## config.mk

```make
export PLATFORM = sky130hd
export DESIGN_NAME = acs_seq
export DESIGN_NICKNAME = d
export VERILOG_FILES = /design/src/shared/acs_pkg.sv /design/src/shared/acs_sar_if.sv /design/src/core/acs_clk_div.sv /design/src/core/acs_sar.sv /design/src/core/acs_seq.sv
export SDC_FILE = /design/constraint.sdc
export NUM_CORES = 1
export LEC_CHECK = 0
export ABC_CLOCK_PERIOD_IN_PS = 4000
export BUFFER_PORTS_ARGS = -buffer_cell sky130_fd_sc_hd__buf_4
export CAP_MARGIN = 20
export CORE_ASPECT_RATIO = 1.25
export CORE_UTILIZATION = 30
export DETAILED_ROUTE_END_ITERATION = 12
export GPL_ROUTABILITY_DRIVEN = 0
export PLACE_DENSITY = 0.48
export SLEW_MARGIN = 20
export SYNTH_ARGS = -nofsm -noshare
export SYNTH_HDL_FRONTEND = slang
export SYNTH_SLANG_ARGS = --single-unit
```

## constraint.sdc

```tcl
create_clock -name mclk -period 4 [get_ports mclk]
set_input_delay 0.4 -clock mclk [delete_from_list [all_inputs] [get_ports mclk]]
set_output_delay 0.4 -clock mclk [all_outputs]
set_load 0.01 [all_outputs]
```

## src/shared/acs_pkg.sv

```systemverilog
// Purpose: shared constants and types for the converter conversion sequencer
// Assumes: 32-bit Avalon-MM register window, byte addresses, 8-bit registers in lane 0
// Notes: unmapped offsets read zero and ignore writes
// Function
// Software pulses start low-high-low to launch one conversion
// Busy flag rises by itself once a conversion is launched
// Busy flag drops to zero when the conversion finishes
// Completion sets interrupt flag; request only when both enables are set
// Conversion clock is system clock divided by 2^select, 1 up to 128
// Software avoids divider codes giving a conversion clock outside the advised range
// Every conversion opens with exactly four conversion clocks of sampling
// Twelve conversion clocks of conversion follow, sixteen in total
// Converter is powered only while the power enable bit is high
// Software waits a settling delay after power-up before starting
// Software clears power enable while the converter is idle
// Input codes 0000, 0100, 11xx route the selected external channel
// Internal input codes connect the internal signal and cut the external path
// Result placement in the two result bytes follows the format bit
// Reference follows reference select; amplifier settings apply with amplifier reference
// Software sets both interrupt enables before starting when interrupts are used
// Result bytes are valid when busy falls; software reads afterwards
// Without interrupts software polls busy until it reads zero
// Software configures divider, power, input, format, reference, enables, then starts
// Internal codes select supply, its half, quarter, amplifier, half, quarter, ground
// Reference select: 00 supply, 01 external pin, 1x amplifier output
// Result is twelve bits, all ones at full scale
// Start rising edge resets the sequencer, falling edge begins sampling
// A new start pulse during conversion aborts and restarts; busy stays high
package acs_pkg;
   localparam int RES_W = 12;
   // Register byte offsets
   localparam logic [4:0] OFS_CTRL0 = 5'h00;
   localparam logic [4:0] OFS_CTRL1 = 5'h04;
   localparam logic [4:0] OFS_CTRL2 = 5'h08;
   localparam logic [4:0] OFS_RESH = 5'h0C;
   localparam logic [4:0] OFS_RESL = 5'h10;
   localparam logic [4:0] OFS_INTC = 5'h14;
   // Field positions
   localparam int C0_START = 7;
   localparam int C0_BUSY = 6;
   localparam int C0_PWR = 5;
   localparam int C0_FMT = 4;
   localparam int C0_CH = 0;
   localparam int C1_INS = 4;
   localparam int C1_DIV = 0;
   localparam int C2_AMPEN = 7;
   localparam int C2_AMPIN = 4;
   localparam int C2_REF = 2;
   localparam int C2_GAIN = 0;
   localparam int IC_FLAG = 2;
   localparam int IC_CIE = 1;
   localparam int IC_GIE = 0;
   // Reset values
   localparam logic [7:0] RST_CTRL0 = 8'h00;
   localparam logic [7:0] RST_CTRL1 = 8'h00;
   localparam logic [7:0] RST_CTRL2 = 8'h00;
   localparam logic [7:0] RST_INTC = 8'h00;
   // Conversion timing in conversion clocks
   localparam int SAMPLE_TICKS = 4;
   localparam int CONV_TICKS = 12;
   localparam int TOTAL_TICKS = SAMPLE_TICKS + CONV_TICKS;
   typedef enum logic [3:0] {
      ST_IDLE = 4'h1,
      ST_ARM = 4'h2,
      ST_SAMP = 4'h4,
      ST_CONV = 4'h8
   } acs_state_t;
   typedef enum logic [2:0] {
      SRC_EXT = 3'h0,
      SRC_SUP = 3'h1,
      SRC_SUP_H = 3'h2,
      SRC_SUP_Q = 3'h3,
      SRC_AMP = 3'h4,
      SRC_AMP_H = 3'h5,
      SRC_AMP_Q = 3'h6,
      SRC_GND = 3'h7
   } acs_src_t;
   typedef enum logic [1:0] {
      REF_SUP = 2'h0,
      REF_PIN = 2'h1,
      REF_AMP = 2'h2
   } acs_ref_t;
   // Map the internal input select code to the analog source
   function automatic acs_src_t acs_src_decode(input logic [3:0] ins);
      acs_src_t s;
      s = SRC_EXT;
      casez (ins)
         4'b0001: s = SRC_SUP;
         4'b0010: s = SRC_SUP_H;
         4'b0011: s = SRC_SUP_Q;
         4'b0101: s = SRC_AMP;
         4'b0110: s = SRC_AMP_H;
         4'b0111: s = SRC_AMP_Q;
         4'b10??: s = SRC_GND;
         default: s = SRC_EXT;
      endcase
      return s;
   endfunction
endpackage

```

## src/shared/acs_sar_if.sv

```systemverilog
// Purpose: carries the step controls and trial code between sequencer and approximation register
// Assumes: both ends run on mclk
// Notes: step is high for one cycle per conversion tick, so with sel 0 on every clock of conversion; clr restarts the search
`timescale 1ns/1ps
interface acs_sar_if #(parameter int W = 12);
   logic clr;
   logic step;
   logic comp;
   logic [W-1:0] trial;
   modport ctl (output clr, output step, output comp, input trial);
   modport sar (input clr, input step, input comp, output trial);
endinterface

```

## src/core/acs_clk_div.sv

```systemverilog
// Purpose: conversion clock enable, one tick every 2^sel system clocks
// Assumes: clr realigns the phase so the first tick lands 2^sel clocks later
// Notes: sel 0 ticks on every clock
`timescale 1ns/1ps
module acs_clk_div #(parameter int SEL_W = 3) (
   input wire logic mclk,              // System clock
   input wire logic reset_n,           // Asynchronous reset, active low
   input wire logic clr,               // Restart the count
   input wire logic [SEL_W-1:0] sel,   // Power-of-two divide code
   output logic tick                   // One conversion clock
);
   localparam int CW = (1 << SEL_W) - 1;
   logic [CW-1:0] cnt_reg;
   logic [CW-1:0] mask;
   initial begin
      if (SEL_W < 1 || SEL_W > 4) $error("acs_clk_div: SEL_W out of range");
   end
   // Mask of low bits that must all be one for a tick
   assign mask = CW'((1 << sel) - 1);
   assign tick = (cnt_reg & mask) == mask;
   // Free counter, restarted on clr
   always_ff @(posedge mclk or negedge reset_n) begin
      if (!reset_n) begin
         cnt_reg <= '0;
      end else if (clr) begin
         cnt_reg <= '0;
      end else begin
         cnt_reg <= cnt_reg + CW'(1);
      end
   end
endmodule

```

## src/core/acs_sar.sv

```systemverilog
// Purpose: successive approximation register, MSB first
// Assumes: comp high means input at or above the trial code
// Notes: trial drives the comparison DAC directly from flops
`timescale 1ns/1ps
module acs_sar #(parameter int W = 12) (
   input wire logic mclk,      // System clock
   input wire logic reset_n,   // Asynchronous reset, active low
   acs_sar_if.sar sif          // Step controls and trial code
);
   logic [W-1:0] trial_reg;
   logic [W-1:0] trial_next;
   logic [$clog2(W)-1:0] idx_reg;
   initial begin
      if (W < 2) $error("acs_sar: W too small");
   end
   assign sif.trial = trial_reg;
   // Keep or drop the bit on test, then try the next lower one
   always_comb begin
      trial_next = trial_reg;
      if (!sif.comp) trial_next[idx_reg] = 1'b0;
      if (idx_reg != '0) trial_next[idx_reg - 1'b1] = 1'b1;
   end
   // Search state
   always_ff @(posedge mclk or negedge reset_n) begin
      if (!reset_n) begin
         trial_reg <= '0;
         idx_reg <= '0;
      end else if (sif.clr) begin
         trial_reg <= {1'b1, {(W-1){1'b0}}};
         idx_reg <= ($clog2(W))'(W - 1);
      end else if (sif.step) begin
         trial_reg <= trial_next;
         if (idx_reg != '0) idx_reg <= idx_reg - 1'b1;
      end
   end
endmodule

```

## src/core/acs_seq.sv

```systemverilog
// Purpose: converter sequencer with control registers on Avalon-MM
// Assumes: comparator output arrives asynchronously on cmp_in
// Notes: each access completes on the second edge; comparator path is two clocks late
//
// Register access over Avalon-MM and the placing of the registers were decided locally.
`timescale 1ns/1ps
module acs_seq
   import acs_pkg::*;
(
   input wire logic mclk,                     // System clock, 40 MHz
   input wire logic reset_n,                  // Asynchronous reset, active low
   input wire logic [4:0] avs_address,        // Byte address
   input wire logic avs_read,                 // Read request
   input wire logic avs_write,                // Write request
   input wire logic [31:0] avs_writedata,     // Write data
   input wire logic [3:0] avs_byteenable,     // Byte lanes
   output logic [31:0] avs_readdata,          // Read data
   output logic avs_waitrequest,              // Stall
   input wire logic cmp_in,                   // Comparator result pin
   output logic adc_power_on,                 // Converter power
   output logic sample_hold,                  // Sampling switch closed
   output logic [acs_pkg::RES_W-1:0] dac_code, // Comparison code
   output logic ext_path_on,                  // External channel path closed
   output logic [3:0] ext_channel,            // External channel number
   output acs_pkg::acs_src_t input_source,    // Selected analog source
   output acs_pkg::acs_ref_t ref_source,      // Selected reference
   output logic amp_enable,                   // Amplifier power
   output logic amp_input_sel,                // Amplifier input choice
   output logic [1:0] amp_gain,               // Amplifier gain code
   output logic conv_irq                      // Interrupt request level
);
   import acs_pkg::*;

   acs_state_t state_reg;
   logic ack_reg;
   logic wr_en;
   logic [4:0] a_word;
   logic [7:0] rd_mux;
   logic start_reg, start_q, start_rise, start_fall;
   logic pwr_reg, fmt_reg, busy_reg, flag_reg, cie_reg, gie_reg;
   logic ampen_reg, ampin_reg;
   logic [3:0] ch_reg, ins_reg;
   logic [2:0] div_reg;
   logic [1:0] ref_reg, gain_reg;
   logic [7:0] res_hi_reg, res_lo_reg;
   logic [3:0] tcnt_reg;
   logic fin_reg, tick, div_clr, cmp_s1, cmp_s2;
   logic running;
   acs_src_t src_sel;

   acs_sar_if #(.W(RES_W)) sif ();

   // Bus handshake: one wait state, then data stands at the release edge
   assign avs_waitrequest = (avs_read | avs_write) & ~ack_reg;
   assign a_word = {avs_address[4:2], 2'b00};
   assign wr_en = avs_write & ack_reg & avs_byteenable[0];

   always_ff @(posedge mclk or negedge reset_n) begin
      if (!reset_n) begin
         ack_reg <= 1'b0;
      end else begin
         ack_reg <= (avs_read | avs_write) & ~ack_reg;
      end
   end

   // Read view; busy and flag show live state
   always_comb begin
      rd_mux = 8'h00;
      unique case (a_word)
         OFS_CTRL0: rd_mux = {start_reg, busy_reg, pwr_reg, fmt_reg, ch_reg};
         OFS_CTRL1: rd_mux = {ins_reg, 1'b0, div_reg};
         OFS_CTRL2: rd_mux = {ampen_reg, 2'b00, ampin_reg, ref_reg, gain_reg};
         OFS_RESH: rd_mux = res_hi_reg;
         OFS_RESL: rd_mux = res_lo_reg;
         OFS_INTC: rd_mux = {5'h00, flag_reg, cie_reg, gie_reg};
         default: rd_mux = 8'h00;
      endcase
   end

   always_ff @(posedge mclk or negedge reset_n) begin
      if (!reset_n) begin
         avs_readdata <= 32'h00000000;
      end else if (avs_read & ~ack_reg) begin
         avs_readdata <= {24'h000000, rd_mux};
      end
   end

   // Software-written configuration
   always_ff @(posedge mclk or negedge reset_n) begin
      if (!reset_n) begin
         {start_reg, pwr_reg, fmt_reg} <= {RST_CTRL0[C0_START], RST_CTRL0[C0_PWR], RST_CTRL0[C0_FMT]};
         ch_reg <= RST_CTRL0[C0_CH +: 4];
         ins_reg <= RST_CTRL1[C1_INS +: 4];
         div_reg <= RST_CTRL1[C1_DIV +: 3];
         {ampen_reg, ampin_reg} <= {RST_CTRL2[C2_AMPEN], RST_CTRL2[C2_AMPIN]};
         ref_reg <= RST_CTRL2[C2_REF +: 2];
         gain_reg <= RST_CTRL2[C2_GAIN +: 2];
         {cie_reg, gie_reg} <= {RST_INTC[IC_CIE], RST_INTC[IC_GIE]};
      end else if (wr_en) begin
         if (a_word == OFS_CTRL0) begin
            start_reg <= avs_writedata[C0_START];
            pwr_reg <= avs_writedata[C0_PWR];
            fmt_reg <= avs_writedata[C0_FMT];
            ch_reg <= avs_writedata[C0_CH +: 4];
         end
         if (a_word == OFS_CTRL1) begin
            ins_reg <= avs_writedata[C1_INS +: 4];
            div_reg <= avs_writedata[C1_DIV +: 3];
         end
         if (a_word == OFS_CTRL2) begin
            ampen_reg <= avs_writedata[C2_AMPEN];
            ampin_reg <= avs_writedata[C2_AMPIN];
            ref_reg <= avs_writedata[C2_REF +: 2];
            gain_reg <= avs_writedata[C2_GAIN +: 2];
         end
         if (a_word == OFS_INTC) begin
            cie_reg <= avs_writedata[IC_CIE];
            gie_reg <= avs_writedata[IC_GIE];
         end
      end
   end

   // start pulse edges
   always_ff @(posedge mclk or negedge reset_n) begin
      if (!reset_n) begin
         start_q <= 1'b0;
      end else begin
         start_q <= start_reg;
      end
   end
   assign start_rise = start_reg & ~start_q;
   assign start_fall = ~start_reg & start_q & pwr_reg;

   // Comparator pin synchroniser
   always_ff @(posedge mclk or negedge reset_n) begin
      if (!reset_n) begin
         cmp_s1 <= 1'b0;
         cmp_s2 <= 1'b0;
      end else begin
         cmp_s1 <= cmp_in;
         cmp_s2 <= cmp_s1;
      end
   end

   // conversion clock, phase aligned to the start of sampling
   assign div_clr = start_fall;
   acs_clk_div #(.SEL_W(3)) u_div (
      .mclk(mclk),
      .reset_n(reset_n),
      .clr(div_clr),
      .sel(div_reg),
      .tick(tick)
   );

   assign running = (state_reg == ST_SAMP) || (state_reg == ST_CONV);
   // approximation steps only on conversion ticks
   assign sif.clr = start_fall;
   assign sif.step = (state_reg == ST_CONV) & tick;
   assign sif.comp = cmp_s2;
   acs_sar #(.W(RES_W)) u_sar (
      .mclk(mclk),
      .reset_n(reset_n),
      .sif(sif)
   );

   // sequencer; power loss abandons any conversion
   always_ff @(posedge mclk or negedge reset_n) begin
      if (!reset_n) begin
         state_reg <= ST_IDLE;
         tcnt_reg <= 4'h0;
         fin_reg <= 1'b0;
      end else begin
         fin_reg <= 1'b0;
         if (!pwr_reg) begin
            state_reg <= ST_IDLE;
         end else if (start_rise) begin
            state_reg <= ST_ARM;
         end else if (start_fall) begin
            state_reg <= ST_SAMP;
            tcnt_reg <= 4'h0;
         end else if (running && tick) begin
            tcnt_reg <= tcnt_reg + 4'h1;
            // four sampling ticks
            if (state_reg == ST_SAMP && tcnt_reg == 4'(SAMPLE_TICKS - 1)) state_reg <= ST_CONV;
            // sixteenth tick ends the conversion
            if (state_reg == ST_CONV && tcnt_reg == 4'(TOTAL_TICKS - 1)) begin
               state_reg <= ST_IDLE;
               fin_reg <= 1'b1;
            end
         end
      end
   end

   // busy: launch sets it, finish or power loss clears it
   always_ff @(posedge mclk or negedge reset_n) begin
      if (!reset_n) begin
         busy_reg <= RST_CTRL0[C0_BUSY];
      end else if (start_fall) begin
         busy_reg <= 1'b1;
      end else if (fin_reg || !pwr_reg) begin
         busy_reg <= 1'b0;
      end
   end

   // sticky flag; a completion beats a software clear in the same cycle
   always_ff @(posedge mclk or negedge reset_n) begin
      if (!reset_n) begin
         flag_reg <= RST_INTC[IC_FLAG];
         conv_irq <= 1'b0;
      end else begin
         if (fin_reg) begin
            flag_reg <= 1'b1;
         end else if (wr_en && a_word == OFS_INTC) begin
            flag_reg <= avs_writedata[IC_FLAG];
         end
         conv_irq <= flag_reg & cie_reg & gie_reg;
      end
   end

   // result placement, loaded as busy falls
   always_ff @(posedge mclk or negedge reset_n) begin
      if (!reset_n) begin
         res_hi_reg <= 8'h00;
         res_lo_reg <= 8'h00;
      end else if (fin_reg) begin
         if (fmt_reg) begin
            res_hi_reg <= {4'h0, sif.trial[11:8]};
            res_lo_reg <= sif.trial[7:0];
         end else begin
            res_hi_reg <= sif.trial[11:4];
            res_lo_reg <= {sif.trial[3:0], 4'h0};
         end
      end
   end

   // input routing; internal sources open the external path
   assign src_sel = acs_src_decode(ins_reg);
   // power and reference routing, registered to the pins
   always_ff @(posedge mclk or negedge reset_n) begin
      if (!reset_n) begin
         adc_power_on <= 1'b0;
         sample_hold <= 1'b0;
         ext_path_on <= 1'b0;
         ext_channel <= 4'h0;
         input_source <= SRC_EXT;
         ref_source <= REF_SUP;
         amp_enable <= 1'b0;
         amp_input_sel <= 1'b0;
         amp_gain <= 2'h0;
      end else begin
         adc_power_on <= pwr_reg;
         sample_hold <= (state_reg == ST_SAMP) | start_fall;
         ext_path_on <= pwr_reg && (src_sel == SRC_EXT);
         ext_channel <= ch_reg;
         input_source <= src_sel;
         ref_source <= ref_reg[1] ? REF_AMP : acs_ref_t'(ref_reg);
         amp_enable <= ampen_reg;
         amp_input_sel <= ampin_reg;
         amp_gain <= gain_reg;
      end
   end
   assign dac_code = sif.trial;

   // Checks; gap counter tracks clocks since the last conversion tick
   logic [7:0] gap_reg;
   always_ff @(posedge mclk or negedge reset_n) begin
      if (!reset_n) gap_reg <= 8'h00;
      else if (tick || div_clr) gap_reg <= 8'h00;
      else gap_reg <= gap_reg + 8'h01;
   end
endmodule

```

== Word level (Yosys, flattened, before mapping) ==
Index checks and enable logic that the tools add are counted.

* Flip-flop bits (word level): 101
* Input port bits: 46
* Output and inout port bits: 62
* Word-level logic and storage cells: 144

* $add $sub $neg: 4
* $lt $le $gt $ge: 4
* Equality and inequality tests: 19
* Shift-type cells: 1
* Multiplexer cells: 34
* Bitwise operators: 20
* Reductions and logical operators: 25

{| class="wikitable"
|+ Operators with widths
! cell !! count
|-
| 2-to-1 mux 12 bit || 4
|-
| case mux 8 bit (6 select lines) || 1
|-
| 2-to-1 mux 4 bit || 11
|-
| case mux 3 bit (7 select lines) || 1
|-
| == test 4 x 3 -> 1 bit, second input constant || 4
|-
| 2-to-1 mux 8 bit || 2
|-
| AND 12 bit || 1
|-
| == test 4 x 2 -> 1 bit, second input constant || 3
|-
| inverter 12 bit || 1
|-
| bitwise OR 12 bit || 1
|-
| AND reduction 2 bit || 6
|-
| 2-to-1 mux 1 bit || 11
|-
| AND 1 bit || 10
|-
| less-than comparator 4 x 5 -> 1 bit, second input constant || 2
|-
| nonzero test 2 bit || 5
|-
| demux 1 bit (select 4 bit) || 2
|-
| == test 4 bit, second input constant || 2
|-
| >= comparator 4 x 1 -> 1 bit, second input constant || 2
|-
| adder 7 x 1 -> 7 bit, second input constant || 1
|-
| AND 7 bit || 1
|-
| == test 7 bit || 1
|-
| logical AND 1 bit || 7
|-
| 2-to-1 mux 7 bit || 1
|-
| << shifter 1 x 3 -> 7 bit, first input constant || 1
|-
| 19 further kinds || 26
|}

== Depth between registers and ports, before layout ==
Gate-level depths: netlist of the first run.

* Depth in word-level cells: 11
* Depth in mapped cells: 8

== By module ==
From an unflattened synthesis of the first run, not the netlist that was laid out.

* Cell total of the unflattened synthesis: 461
* Area total of the unflattened synthesis: 4901.0 µm²

{| class="wikitable"
|+ Modules (own cells, without submodules)
! module !! times used !! cells an instance !! area an instance (µm²) !! seq. area each (µm²)
|-
| acs_seq || 1 || 320 || 3583.4 || 1953.1
|-
| acs_sar || 1 || 102 || 960.9 || 400.4
|-
| acs_clk_div || 1 || 39 || 356.6 || 175.2
|}

== Worst setup path after synthesis of the first run ==
OpenSTA, ideal clock, no wires.

* Path type: flip-flop to flip-flop
* From: register u_sar.idx_reg[0]
* To: register u_sar.trial_reg[8] (netlist: u_sar.sif.trial[8])
* Library setup time: 82 ps
* Data arrival time: 1661 ps
* Required time: 3918 ps
* Setup slack: 2257 ps
* Stages on the path, launching flop included: 9
* Period minus slack after synthesis: 1743 ps
* Cell sequence: dfrtp_1 -> inv_1 -> ha_1 -> clkbuf_1 -> nand2_1 -> o21ai_0 -> a21oi_1 -> or3_4 -> o22ai_1

* Cells in the longest elaborated chain, start to end: 11

{| class="wikitable"
|+ Ends and longest elaborated chain
! what !! line !! source
|-
| start, declared || acs_sar.sv:12 || <nowiki>logic [$clog2(W)-1:0] idx_reg;</nowiki>
|-
| start signal, assigned || acs_sar.sv:30 || <nowiki>idx_reg <= ($clog2(W))'(W - 1);</nowiki>
|-
| start signal, assigned || acs_sar.sv:33 || <nowiki>if (idx_reg != '0) idx_reg <= idx_reg - 1'b1;</nowiki>
|-
| parallel branches: the longest is 8 deep, another holds less-than comparator 4 x 5 -> 1 bit || n/a ||
|-
| 2-to-1 mux 12 bit * || acs_sar.sv:21 || <nowiki>if (idx_reg != '0) trial_next[idx_reg - 1'b1] = 1'b1;</nowiki>
|-
| 2-to-1 mux 12 bit * || acs_sar.sv:31 || <nowiki>end else if (sif.step) begin</nowiki>
|-
| 2-to-1 mux 12 bit * || acs_sar.sv:28 || <nowiki>end else if (sif.clr) begin</nowiki>
|-
| end signal, assigned || acs_sar.sv:29 || <nowiki>trial_reg <= {1'b1, {(W-1){1'b0}}};</nowiki>
|-
| end signal, assigned || acs_sar.sv:32 || <nowiki>trial_reg <= trial_next;</nowiki>
|-
| end, declared || acs_sar.sv:10 || <nowiki>logic [W-1:0] trial_reg;</nowiki>
|}

Every way passes the cells marked *. The select of a mux whose other input is x is not followed.
A chain may end at the register's enable or synchronous reset.

== Worst setup path after layout of the first run ==
* From: register pwr_reg
* To: register tcnt_reg[0]

* Cells in the longest elaborated chain, start to end: 3

{| class="wikitable"
|+ Ends and longest elaborated chain
! what !! line !! source
|-
| start, declared || acs_seq.sv:40 || <nowiki>logic pwr_reg, fmt_reg, busy_reg, flag_reg, cie_reg, gie_reg;</nowiki>
|-
| start signal, assigned || acs_seq.sv:91 || <nowiki>{start_reg, pwr_reg, fmt_reg} <= {RST_CTRL0[C0_START], RST_CTRL0[C0_PWR], RST_CTRL0[C0_FMT]};</nowiki>
|-
| start signal, assigned || acs_seq.sv:102 || <nowiki>pwr_reg <= avs_writedata[C0_PWR];</nowiki>
|-
| AND 1 bit || acs_seq.sv:132 || <nowiki>assign start_fall = ~start_reg & start_q & pwr_reg;</nowiki>
|-
| nonzero test 2 bit (no source line) || n/a ||
|-
| AND reduction 3 bit (no source line) || n/a ||
|-
| end signal, assigned || acs_seq.sv:182 || <nowiki>tcnt_reg <= tcnt_reg + 4'h1;</nowiki>
|-
| end, declared || acs_seq.sv:46 || <nowiki>logic [3:0] tcnt_reg;</nowiki>
|}

Several ways; a longest one is shown, not always the timed one.

==> results of run 1 <==
## synth_stat cells, types with 5 or more instances
library cell / n / area share
dfrtp_1: 100 / 0.50
nand2_1: 45 / 0.034
nor2_1: 34 / 0.025
o21ai_0: 31 / 0.031
buf_4: 25 / 0.037
mux2_2: 20 / 0.045
a21oi_1: 19 / 0.019
mux2i_1: 16 / 0.032
nand3_1: 15 / 0.015
inv_1: 14 / 0.010
clkbuf_1: 11 / 0.0082
nor4_1: 11 / 0.014
nand2b_1: 10 / 0.012
buf_2: 9 / 0.0090
o22ai_1: 9 / 0.011
nand3b_1: 8 / 0.012
a22oi_1: 7 / 0.010
ha_1: 6 / 0.015
mux2_4: 6 / 0.018
nand4_1: 6 / 0.0075
nor2b_1: 6 / 0.0075
o22a_1: 6 / 0.010
and2_1: 5 / 0.0062
## worst reg2reg max path, stage by stage (launching register included)
cell and delay [ns]:
dfrtp_1 0.61, inv_2 0.17, or3_1 0.73, a21oi_1 0.33
a31oi_1 0.12, a41oi_1 0.18
## report_power, final
part	switching [mW]	internal, mW
Clock	0.384	0.491
Sequential	0.174	1.19
Combinational	0.383	0.302
Total	0.941	1.99
## placed cells by master, fill, tap and decap left out, types with 9 or more instances in the layout
cell         n
inv_1       14
mux2_2      20
o21ai_0     31
buf_4       55
dfrtp_1    100
nor4_1      11
conb_1      24
nand2_1     45
nor2_1      34
clkbuf_16    9
o22ai_1      9
a21oi_1     19
nand2b_1    10
nand3_1     15
mux2i_1     16
## kinds of logic after synthesis
logic type / count (synthesis) / synth area share
AOI/OAI and AO/OA: 97 / 0.126
xor gates and xnor gates: 6 / 0.0105
adders and majority gates: 6 / 0.0150
buffers and inverters: 64 / 0.0718
DFF: 101 / 0.504
muxes: 43 / 0.0992
other: 1 / 0.000747
and+or+nand+nor: 162 / 0.173
## worst max path at each step
stage / startpoint / to / cells past startpoint
final: pwr_reg / tcnt_reg[0] / 5
after global routing: pwr_reg / tcnt_reg[0] / 5
after CTS: pwr_reg / tcnt_reg[0] / 5
after detailed placement: pwr_reg / tcnt_reg[0] / 5
after global placement: pwr_reg / tcnt_reg[0] / 5
after floorplan: u_sar.idx_reg[0] / u_sar.sif.trial[8] / 8
## through the flow
step	instances	setup slack, ns	area [µm²]	hold slack (ns)
after floorplan	503	2.26	5100	0.104
after global placement	726	1.82	5490	0.335
after CTS	742	1.77	5790	0.147
after detailed placement	726	1.77	5490	0.335
final	742	1.77	5790	0.0894
after global routing	742	1.60	5790	0.151
## per-layer routing
layer	routed length [µm]	vias to the layer above
met1	5000	1745
met4	170	0
met5	0	-
met3	398	14
li1	-	1731
met2	5940	74
## final cells by class
class,instances,area (µm²)
tap,216,270
timing repair buffer,56,424
sequential,101,2530
fill,1684,10500
inverter,15,56.3
clock inverter,6,70.1
multi-input combinational,338,2220
clock buffer,10,229
==> metrics.yaml, run 1 <==
final_layout:
  largest_reg_flops: 12
  area_delta_synth_final_pct: 15.5
  drive_gt1_frac: 0.221
  post-route-util: 0.356
  final_nets: 573
  antenna_cells: 0
clock_tree:
  cts_buffer_depth: 2
  cts_buffers: 9
  clk_latency_ns: 0.35
  htree_levels: 3
  cts-root-buf: "clkbuf_16"
  ctsHoldBuffers: 0
  tritoncts: "yes"
  post_cts_buffers: 0
  clk_pin_slew_worst_paths_ns: 0.07
  postCtsResizedCells: 0
  cts.sinks: 101
setup_path:
  start_kind: "register"
  arrival_ns: 2.49
  crit_type: "reg -> reg"
  cp_num_buf_inv: 1
  r2r-end: "tcnt_reg[0]"
  cp_slowest_stage_delay_ns: 0.73
  worst-path-max-fanout: 25
  rr_worst_depth: 5
  crit_chain: "inv_2 > or3_1 > a21oi_1 > a31oi_1 > a41oi_1"
  required_ns: 4.26
  rr_startpoint: "pwr_reg"
  reg2reg_setup_slack_ns: 1.77
  cp_slowest_cell: "or3_1"
  end_kind: "register"
  crit_family: "simple AND/OR/NAND/NOR gates"
detailed_routing:
  drt_pass1_iterations: 6
  via_per_inst: 4.80
  drt_iter0_markers: 203
  via_count: 3564
  drt-total-wl_mm: 11.5
  wl_per_cell_um: 15.5
  postRouteAntennaNets: 0
  post-route-drc-count: 0
power_and_ir_drop:
  p_per_area_mw_per_mm2: 505
  power.total_mw: 2.93
  power.leakage_nw: 2.56
  ir_drop_mv: 0.192
synth:
  synth_area_mm2: 0.00502
  synthArstFlopShare: 1.00
  syn_inst: 480
  synth.avg_cell_area_um2: 10.5
  synth_warnings: 0
  yosysUniqueCellTypes: 64
  ys_seq_elements: 101
  synth-main-ff-cell: "dfrtp_1"
  synth-edff-count: 0
  ys_seq_area_frac: 0.504
grt:
  antenna_found_initial: 0
  grtUsageMet3: 0.0262
  grt_max_degree: 81
  busiest_layer: "met2"
  grt_pass1_wl_mm: 18.5
  grtUsageMet1: 0.168
  grtUsageMet2: 0.239
  grt_use_total: 0.137
  grt_pass1_vias: 3436
  overflow: 0
sta:
  worst_pin_slew_ns: 0.912
  fin_skew_ns: 0.00666
  period_needed_ns: 2.23
  rsz0062_at_grt: "false"
  setup_viol_count_final: 0
  period_share: 0.557
  slew_headroom: 0.392
  finalMaxSlewViolations: 0
  hold_violations: 0
  tns_ns: 0
  clock.fmax_mhz: 449
floorplan:
  die_w_um: 118
  ios: 108
  dieArea_mm2: 0.0173
  die_h_um: 147
  core_mm2: 0.0163
  initial_utilization: 0.309
  row_count: 52
run_status:
  status: "finished, final reports clean"
place:
  port_buffers: 54
  place_hpwl_mm: 8.30
worst_hold_path:
  min_path_type: "in -> async"
flow_run:
  max_cap_violations: 0
Power figures use the tool's default switching activity.
==> run 2, diff against run 1 <==
--- a/config.mk
+++ b/config.mk
@@ -5,7 +5,7 @@
 export SDC_FILE = /design/constraint.sdc
 export NUM_CORES = 1
 export LEC_CHECK = 0
-export ABC_CLOCK_PERIOD_IN_PS = 4000
+export ABC_CLOCK_PERIOD_IN_PS = 2230
 export BUFFER_PORTS_ARGS = -buffer_cell sky130_fd_sc_hd__buf_4
 export CAP_MARGIN = 20
 export CORE_ASPECT_RATIO = 1.25
==> constraint.sdc (replaced) <==
create_clock -name mclk -period 2.23 [get_ports mclk]
set_input_delay 0.223 -clock mclk [delete_from_list [all_inputs] [get_ports mclk]]
set_output_delay 0.223 -clock mclk [all_outputs]
set_load 0.01 [all_outputs]
==> run 2 against run 1 <==
  * Maximum frequency rose by 17%
  * Critical path depth up 2
  * Non-clock buffer count is 10 higher
  * Clock-buffer cell count is the same
  * Hold slack better by 0.0054 ns
  * Global-route usage rose by 0.050 points
  * Sequential power rose by 77%
  * Sequential share of layout area is 0.66 points lower
  * Clock power rose by 82%
  * Design area rose by 1.5%
  * Critical path type unchanged
==> metrics.yaml, run 2 (synthesis gave the netlist of run 1 again) <==
run_status:
  status: "finished, final reports clean"
detailed_routing:
  via_per_inst: 4.76  # -0.97%
  wl_met2_mm: 5.83  # -1.9%
  drt_pass1_iterations: 4  # -2
  met3_length_um: 426  # +7.0%
  wl_per_cell_um: 15.1  # -2.3%
  via_count: 3577  # +0.36%
  wl_met1_mm: 4.94  # -1.2%
  top_layer_used: "met4"
  drt-total-wl_mm: 11.4  # -1.0%
  post-route-drc-count: 0  # unchanged
  drt_iter0_markers: 179  # -12%
  postRouteAntennaNets: 0  # unchanged
grt:
  grt_use_total: 0.137  # +0.000504
  overflow: 0  # unchanged
  grt_max_degree: 52  # -36%
  antenna_found_initial: 0  # unchanged
  grt_pass1_wl_mm: 18.7  # +1.1%
  grt_pass1_vias: 3578  # +4.1%
final_layout:
  area_delta_synth_final_pct: 17.2
  largest_reg_flops: 12  # unchanged
  instances_no_fill: 752  # +1.3%
  fillCellCount: 1686  # +0.12%
  mostFrequentLayoutCells: "dfrtp_1 (100), buf_4 (63), nand2_1 (45)"
  multi_input_area_mm2: 0.00222  # unchanged
  drive_gt1_frac: 0.231  # +0.0108
  final_nets: 583  # +1.7%
  layout_commonest_cell: "dfrtp_1"
  seqCellArea_mm2: 0.00253  # unchanged
  antenna_cells: 0  # unchanged
place:
  numPlacedInstances: 734  # +1.1%
  port_buffers: 54  # unchanged
  place_hpwl_mm: 8.52  # +2.7%
floorplan:
  initial_utilization: 0.309  # unchanged
  die_w_um: 118  # unchanged
  row_count: 52  # unchanged
  dieArea_mm2: 0.0173  # unchanged
  die_h_um: 147  # unchanged
  ios: 108  # unchanged
  core_mm2: 0.0163  # unchanged
sta:
  setup_viol_count_final: 0  # unchanged
  slew_headroom: 0.526  # +0.134
  fin_skew_ns: 0.00922  # +0.00256 ns
  hold_violations: 0  # unchanged
  clock.fmax_mhz: 523  # +17%
  rsz0062_at_grt: "false"
  worst_pin_slew_ns: 0.711  # -0.200 ns
  finalMaxSlewViolations: 0  # unchanged
  period_needed_ns: 1.91  # -0.318 ns
  period_share: 0.857  # +0.300
  tns_ns: 0  # unchanged
setup_path:
  arrival_ns: 2.17  # -0.32 ns
  start_kind: "register"
  required_ns: 2.49  # -1.77 ns
  end_kind: "register"
  worst-path-max-fanout: 7  # -72%
  crit_type: "reg -> reg"
power_and_ir_drop:
  switchingPower_mw: 1.70  # +80%
  p_int_mw: 3.58  # +80%
  pwr-share-seq: 0.461  # -0.006
  power.total_mw: 5.28  # +80%
  p_sw_frac: 0.322  # about the same
  ir_drop_mv: 0.347  # +80%
  combPwrFrac: 0.239  # +0.005
  p_per_area_mw_per_mm2: 898  # +78%
  power.leakage_nw: 2.60  # +1.5%
  clkPwrFrac: 0.300  # about the same
clock_tree:
  cts_buffers: 9  # unchanged
  cts.sinks: 101  # unchanged
  htree_levels: 3  # unchanged
  cts-root-buf: "clkbuf_16"
  cts_buffer_depth: 2  # unchanged
  postCtsResizedCells: 0  # unchanged
  tritoncts: "yes"
  clk_latency_ns: 0.35  # about the same
  clk_pin_slew_worst_paths_ns: 0.07  # about the same
worst_hold_path:
  min_path_type: "in -> reg"
flow_run:
  max_cap_violations: 0  # unchanged
run 2: changes by cell type in the layout (fill, tap and decap cells not counted), sizes merged:
| cell | previous run | this run |
|---|---|---|
| buf | 56 | 64 |
| dlygate4sd3 | 0 | 2 |
| clkinvlp | 0 | 3 |
| clkinv | 3 | 0 |
run 2: final timing paths:
| path | start | end | slack (ns) | cells after the start |
|---|---|---|---|---|
| setup / recovery | u_sar.idx_reg[0] | u_sar.sif.trial[8] | 0.32 | 7 |
| hold / removal | avs_writedata[5] | pwr_reg | 0.09 | 3 |
| setup reg to reg | u_sar.idx_reg[0] | u_sar.sif.trial[8] | 0.32 | 7 |
| hold reg to reg | cmp_s1 | cmp_s2 | 0.35 | 0 |
| max in group asynchronous | reset_n | state_reg[0] | 1.18 | 3 |
| min in group asynchronous | reset_n | amp_gain[0] | 0.35 | 2 |
run 2: critical path, stage by stage (launching register included):
cell	delay [ns]
dfrtp_1	0.44
inv_1	0.11
ha_1	0.25
o21bai_1	0.16
o21ai_0	0.24
a21oi_1	0.11
or3_4	0.35
o22ai_1	0.17
run 2: layer usage:
metal	vias to the layer above	GRT usage
li1	1747	-
met1	1733	0.167
met2	79	0.236
met3	18	0.0305
met4	0	0.0506
met5	-	0
run 2: power groups by stage:
| stage | Sequential [mW] | Combinational (mW) | Clock (mW) |
|---|---|---|---|
| floorplan | 2.42 | 0.899 | 0 |
| global placement | 2.46 | 1.25 | 0 |
| detailed placement | 2.47 | 1.27 | 0 |
| CTS | 2.44 | 1.28 | 1.63 |
| global route | 2.48 | 1.40 | 1.70 |
| finish | 2.43 | 1.26 | 1.59 |
run 2: repair_timing:
action,in CTS,in global routing
endpoints found under the hold margin,30,0
setup buffers,0,0
hold buffers,2,0
endpoints found under the setup margin,0,0
run 2: per-stage QoR:
step	instance area, µm²	hold slack [ns]	utilization	setup WS [ns]
after floorplan	5100	-0.0726	-	0.487
after global placement	5560	0.185	0.342	0.365
after detailed placement	5560	0.189	0.342	0.340
after CTS	5880	0.0874	0.362	0.313
after global routing	5880	0.0895	0.362	0.183
final	5880	0.0948	0.362	0.320
run 2: cell type report:
type	count	share of cell area
flip-flops and latches	101	0.430
multi-input cells	338	0.377
repair buffers	66	0.0872
well taps	216	0.0459
clock buffers	10	0.0389
clock inverters	6	0.0119
inverters	15	0.00957
==> run 3, diff against run 2 <==
--- a/config.mk
+++ b/config.mk
@@ -10,10 +10,10 @@
 export CAP_MARGIN = 20
 export CORE_ASPECT_RATIO = 1.25
 export CORE_UTILIZATION = 30
+export CTS_BUF_LIST = sky130_fd_sc_hd__clkbuf_16
 export DETAILED_ROUTE_END_ITERATION = 12
 export GPL_ROUTABILITY_DRIVEN = 0
 export PLACE_DENSITY = 0.48
-export SLEW_MARGIN = 20
 export SYNTH_ARGS = -nofsm -noshare
 export SYNTH_HDL_FRONTEND = slang
 export SYNTH_SLANG_ARGS = --single-unit
==> run 3 against run 2 <==
  * Hold slack unchanged
  * Clock skew hardly changed
  * Flip-flop and latch count is the same
  * Power barely moved
  * Die area unchanged
  * Register-to-register slack is essentially flat
  * Global-route usage unchanged
  * Sequential power about the same
  * Non-clock buffer count unchanged
  * Wire length is the same
  * Critical path type unchanged
  * Critical endpoint unchanged
  * Highest routed layer unchanged
==> metrics.yaml, run 3 (synthesis gave the netlist of run 1 again) <==
run_status:
  status: "finished, final reports clean"
setup_path:
  cp_num_buf_inv: 1  # unchanged
  start_kind: "register"
  worst-path-max-fanout: 7  # unchanged
  arrival_ns: 2.17  # about the same
  crit_type: "reg -> reg"
  cp-startpoint: "u_sar.idx_reg[0]"
  end_kind: "register"
  cp_slowest_stage_delay_ns: 0.44  # about the same
  crit_family: "compound AO/OA/AOI/OAI gates"
  crit_chain: "inv_1 > ha_1 > o21bai_1 > o21ai_0 > a21oi_1 > or3_4 > o22ai_1"
  rr_startpoint: "u_sar.idx_reg[0]"
  required_ns: 2.49  # about the same
  cp_slowest_cell: "dfrtp_1"
sta:
  setup_viol_count_final: 0  # unchanged
  period_share: 0.857  # unchanged
  rsz0062_at_grt: "false"
  fin_skew_ns: 0.00945  # +0.000229 ns
  whs_ns: 0.0948  # unchanged
  worst_pin_slew_ns: 0.711  # unchanged
  period_needed_ns: 1.91  # unchanged
  clock.fmax_mhz: 523  # unchanged
  finalMaxSlewViolations: 0  # unchanged
  tns_ns: 0  # unchanged
  slew_headroom: 0.526  # unchanged
  hold_violations: 0  # unchanged
final_layout:
  layout_commonest_cell: "dfrtp_1"
  drive_gt1_frac: 0.231  # unchanged
  largest_reg_flops: 12  # unchanged
  area_delta_synth_final_pct: 17.2  # unchanged
  final_nets: 583  # unchanged
  antenna_cells: 0  # unchanged
  instances_no_fill: 752  # unchanged
  post-route-util: 0.362  # unchanged
  mostFrequentLayoutCells: "dfrtp_1 (100), buf_4 (63), nand2_1 (45)"
floorplan:
  dieArea_mm2: 0.0173  # unchanged
  core_mm2: 0.0163  # unchanged
  die_h_um: 147  # unchanged
  ios: 108  # unchanged
  die_w_um: 118  # unchanged
  row_count: 52  # unchanged
  initial_utilization: 0.309  # unchanged
detailed_routing:
  wl_per_cell_um: 15.1  # unchanged
  via_count: 3577  # unchanged
  drt_pass1_iterations: 4  # unchanged
  drt_iter0_markers: 178  # -0.56%
  via_per_inst: 4.76  # unchanged
  post-route-drc-count: 0  # unchanged
  postRouteAntennaNets: 0  # unchanged
  drt-total-wl_mm: 11.4  # unchanged
clock_tree:
  cts_buffers: 9  # unchanged
  cts.sinks: 101  # unchanged
  clk_latency_ns: 0.35  # about the same
  htree_levels: 3  # unchanged
  cts-root-buf: "clkbuf_16"
  clk_pin_slew_worst_paths_ns: 0.07  # about the same
  tritoncts: "yes"
  cts_buffer_depth: 2  # unchanged
power_and_ir_drop:
  power.total_mw: 5.28  # about the same
  p_per_area_mw_per_mm2: 897  # about the same
  ir_drop_mv: 0.347  # unchanged
  power.leakage_nw: 2.60  # +0.16%
place:
  port_buffers: 54  # unchanged
  numPlacedInstances: 734  # unchanged
  place_hpwl_mm: 8.52  # unchanged
grt:
  overflow: 0  # unchanged
  grt_use_total: 0.137  # unchanged
  grt_pass1_wl_mm: 18.7  # unchanged
  grt_pass1_vias: 3578  # unchanged
  grt_max_degree: 52  # unchanged
  antenna_found_initial: 0  # unchanged
flow_run:
  max_cap_violations: 0  # unchanged
worst_hold_path:
  min_path_type: "in -> reg"
  hold_path.startpoint: "avs_writedata[5]"
==> run 3: cell count changes in the layout (fill, tap and decap cells not counted) <==
cell and change:
inv_1 +1, clkbuf_1 -1
==> run 3: where the power goes <==
part | switching [mW] | total (mW) | internal (mW) | leakage [nW]
Combinational | 0.698 | 1.26 | 0.564 | 1.15
Sequential | 0.294 | 2.43 | 2.14 | 1.31
Clock | 0.707 | 1.58 | 0.874 | 0.140
Total | 1.70 | 5.28 | 3.58 | 2.60
==> run 3: cell type report <==
cell class              instances  area [µm²]
repair buffers                 66         513
well taps                     216         270
clock buffers                   9         225
fillers                      1686       10400
inverters                      15        56.3
flip-flops and latches        101        2530
multi-input cells             338        2220
clock inverters                 7        73.8
==> run 3: per-stage QoR <==
stage | setup slack, ns | instance area (µm²)
finish | 0.320 | 5880
global route | 0.183 | 5880
CTS | 0.313 | 5880
detailed placement | 0.340 | 5560
global placement | 0.365 | 5560
floorplan | 0.487 | 5100
==> run 3: per-layer routing <==
metal	vias to the layer above	global-route usage	share of wire
met5	-	0	0
met1	1733	0.167	0.43
met3	18	0.0305	0.037
met2	79	0.236	0.51
met4	0	0.0506	0.017
li1	1747	-	-
==> run 3: final timing paths <==
| kind | to | slack (ns) | cells after the start |
|---|---|---|---|
| min | pwr_reg | 0.09 | 3 |
| max reg2reg | u_sar.sif.trial[8] | 0.32 | 7 |
| min reg2reg | cmp_s2 | 0.35 | 0 |
| max | u_sar.sif.trial[8] | 0.32 | 7 |
| max in group asynchronous | state_reg[0] | 1.18 | 3 |
| min in group asynchronous | amp_gain[0] | 0.35 | 2 |
==> run 3: repair_timing <==
action | CTS | global route
hold buffers | 2 | 0
endpoints found under the hold margin | 30 | 0
resized for setup | 0 | 0
buffers inserted | 0 | 0
==> run 3: worst reg2reg max path, delay by kind of cell (launching register included) <==
family,cells,cell delay [ns]
AO/OA/AOI/OAI,4,0.68
buffers and inverters,1,0.11
AND/OR/NAND/NOR,1,0.35
flip-flops,1,0.44
adder cells (fa/ha/maj),1,0.25
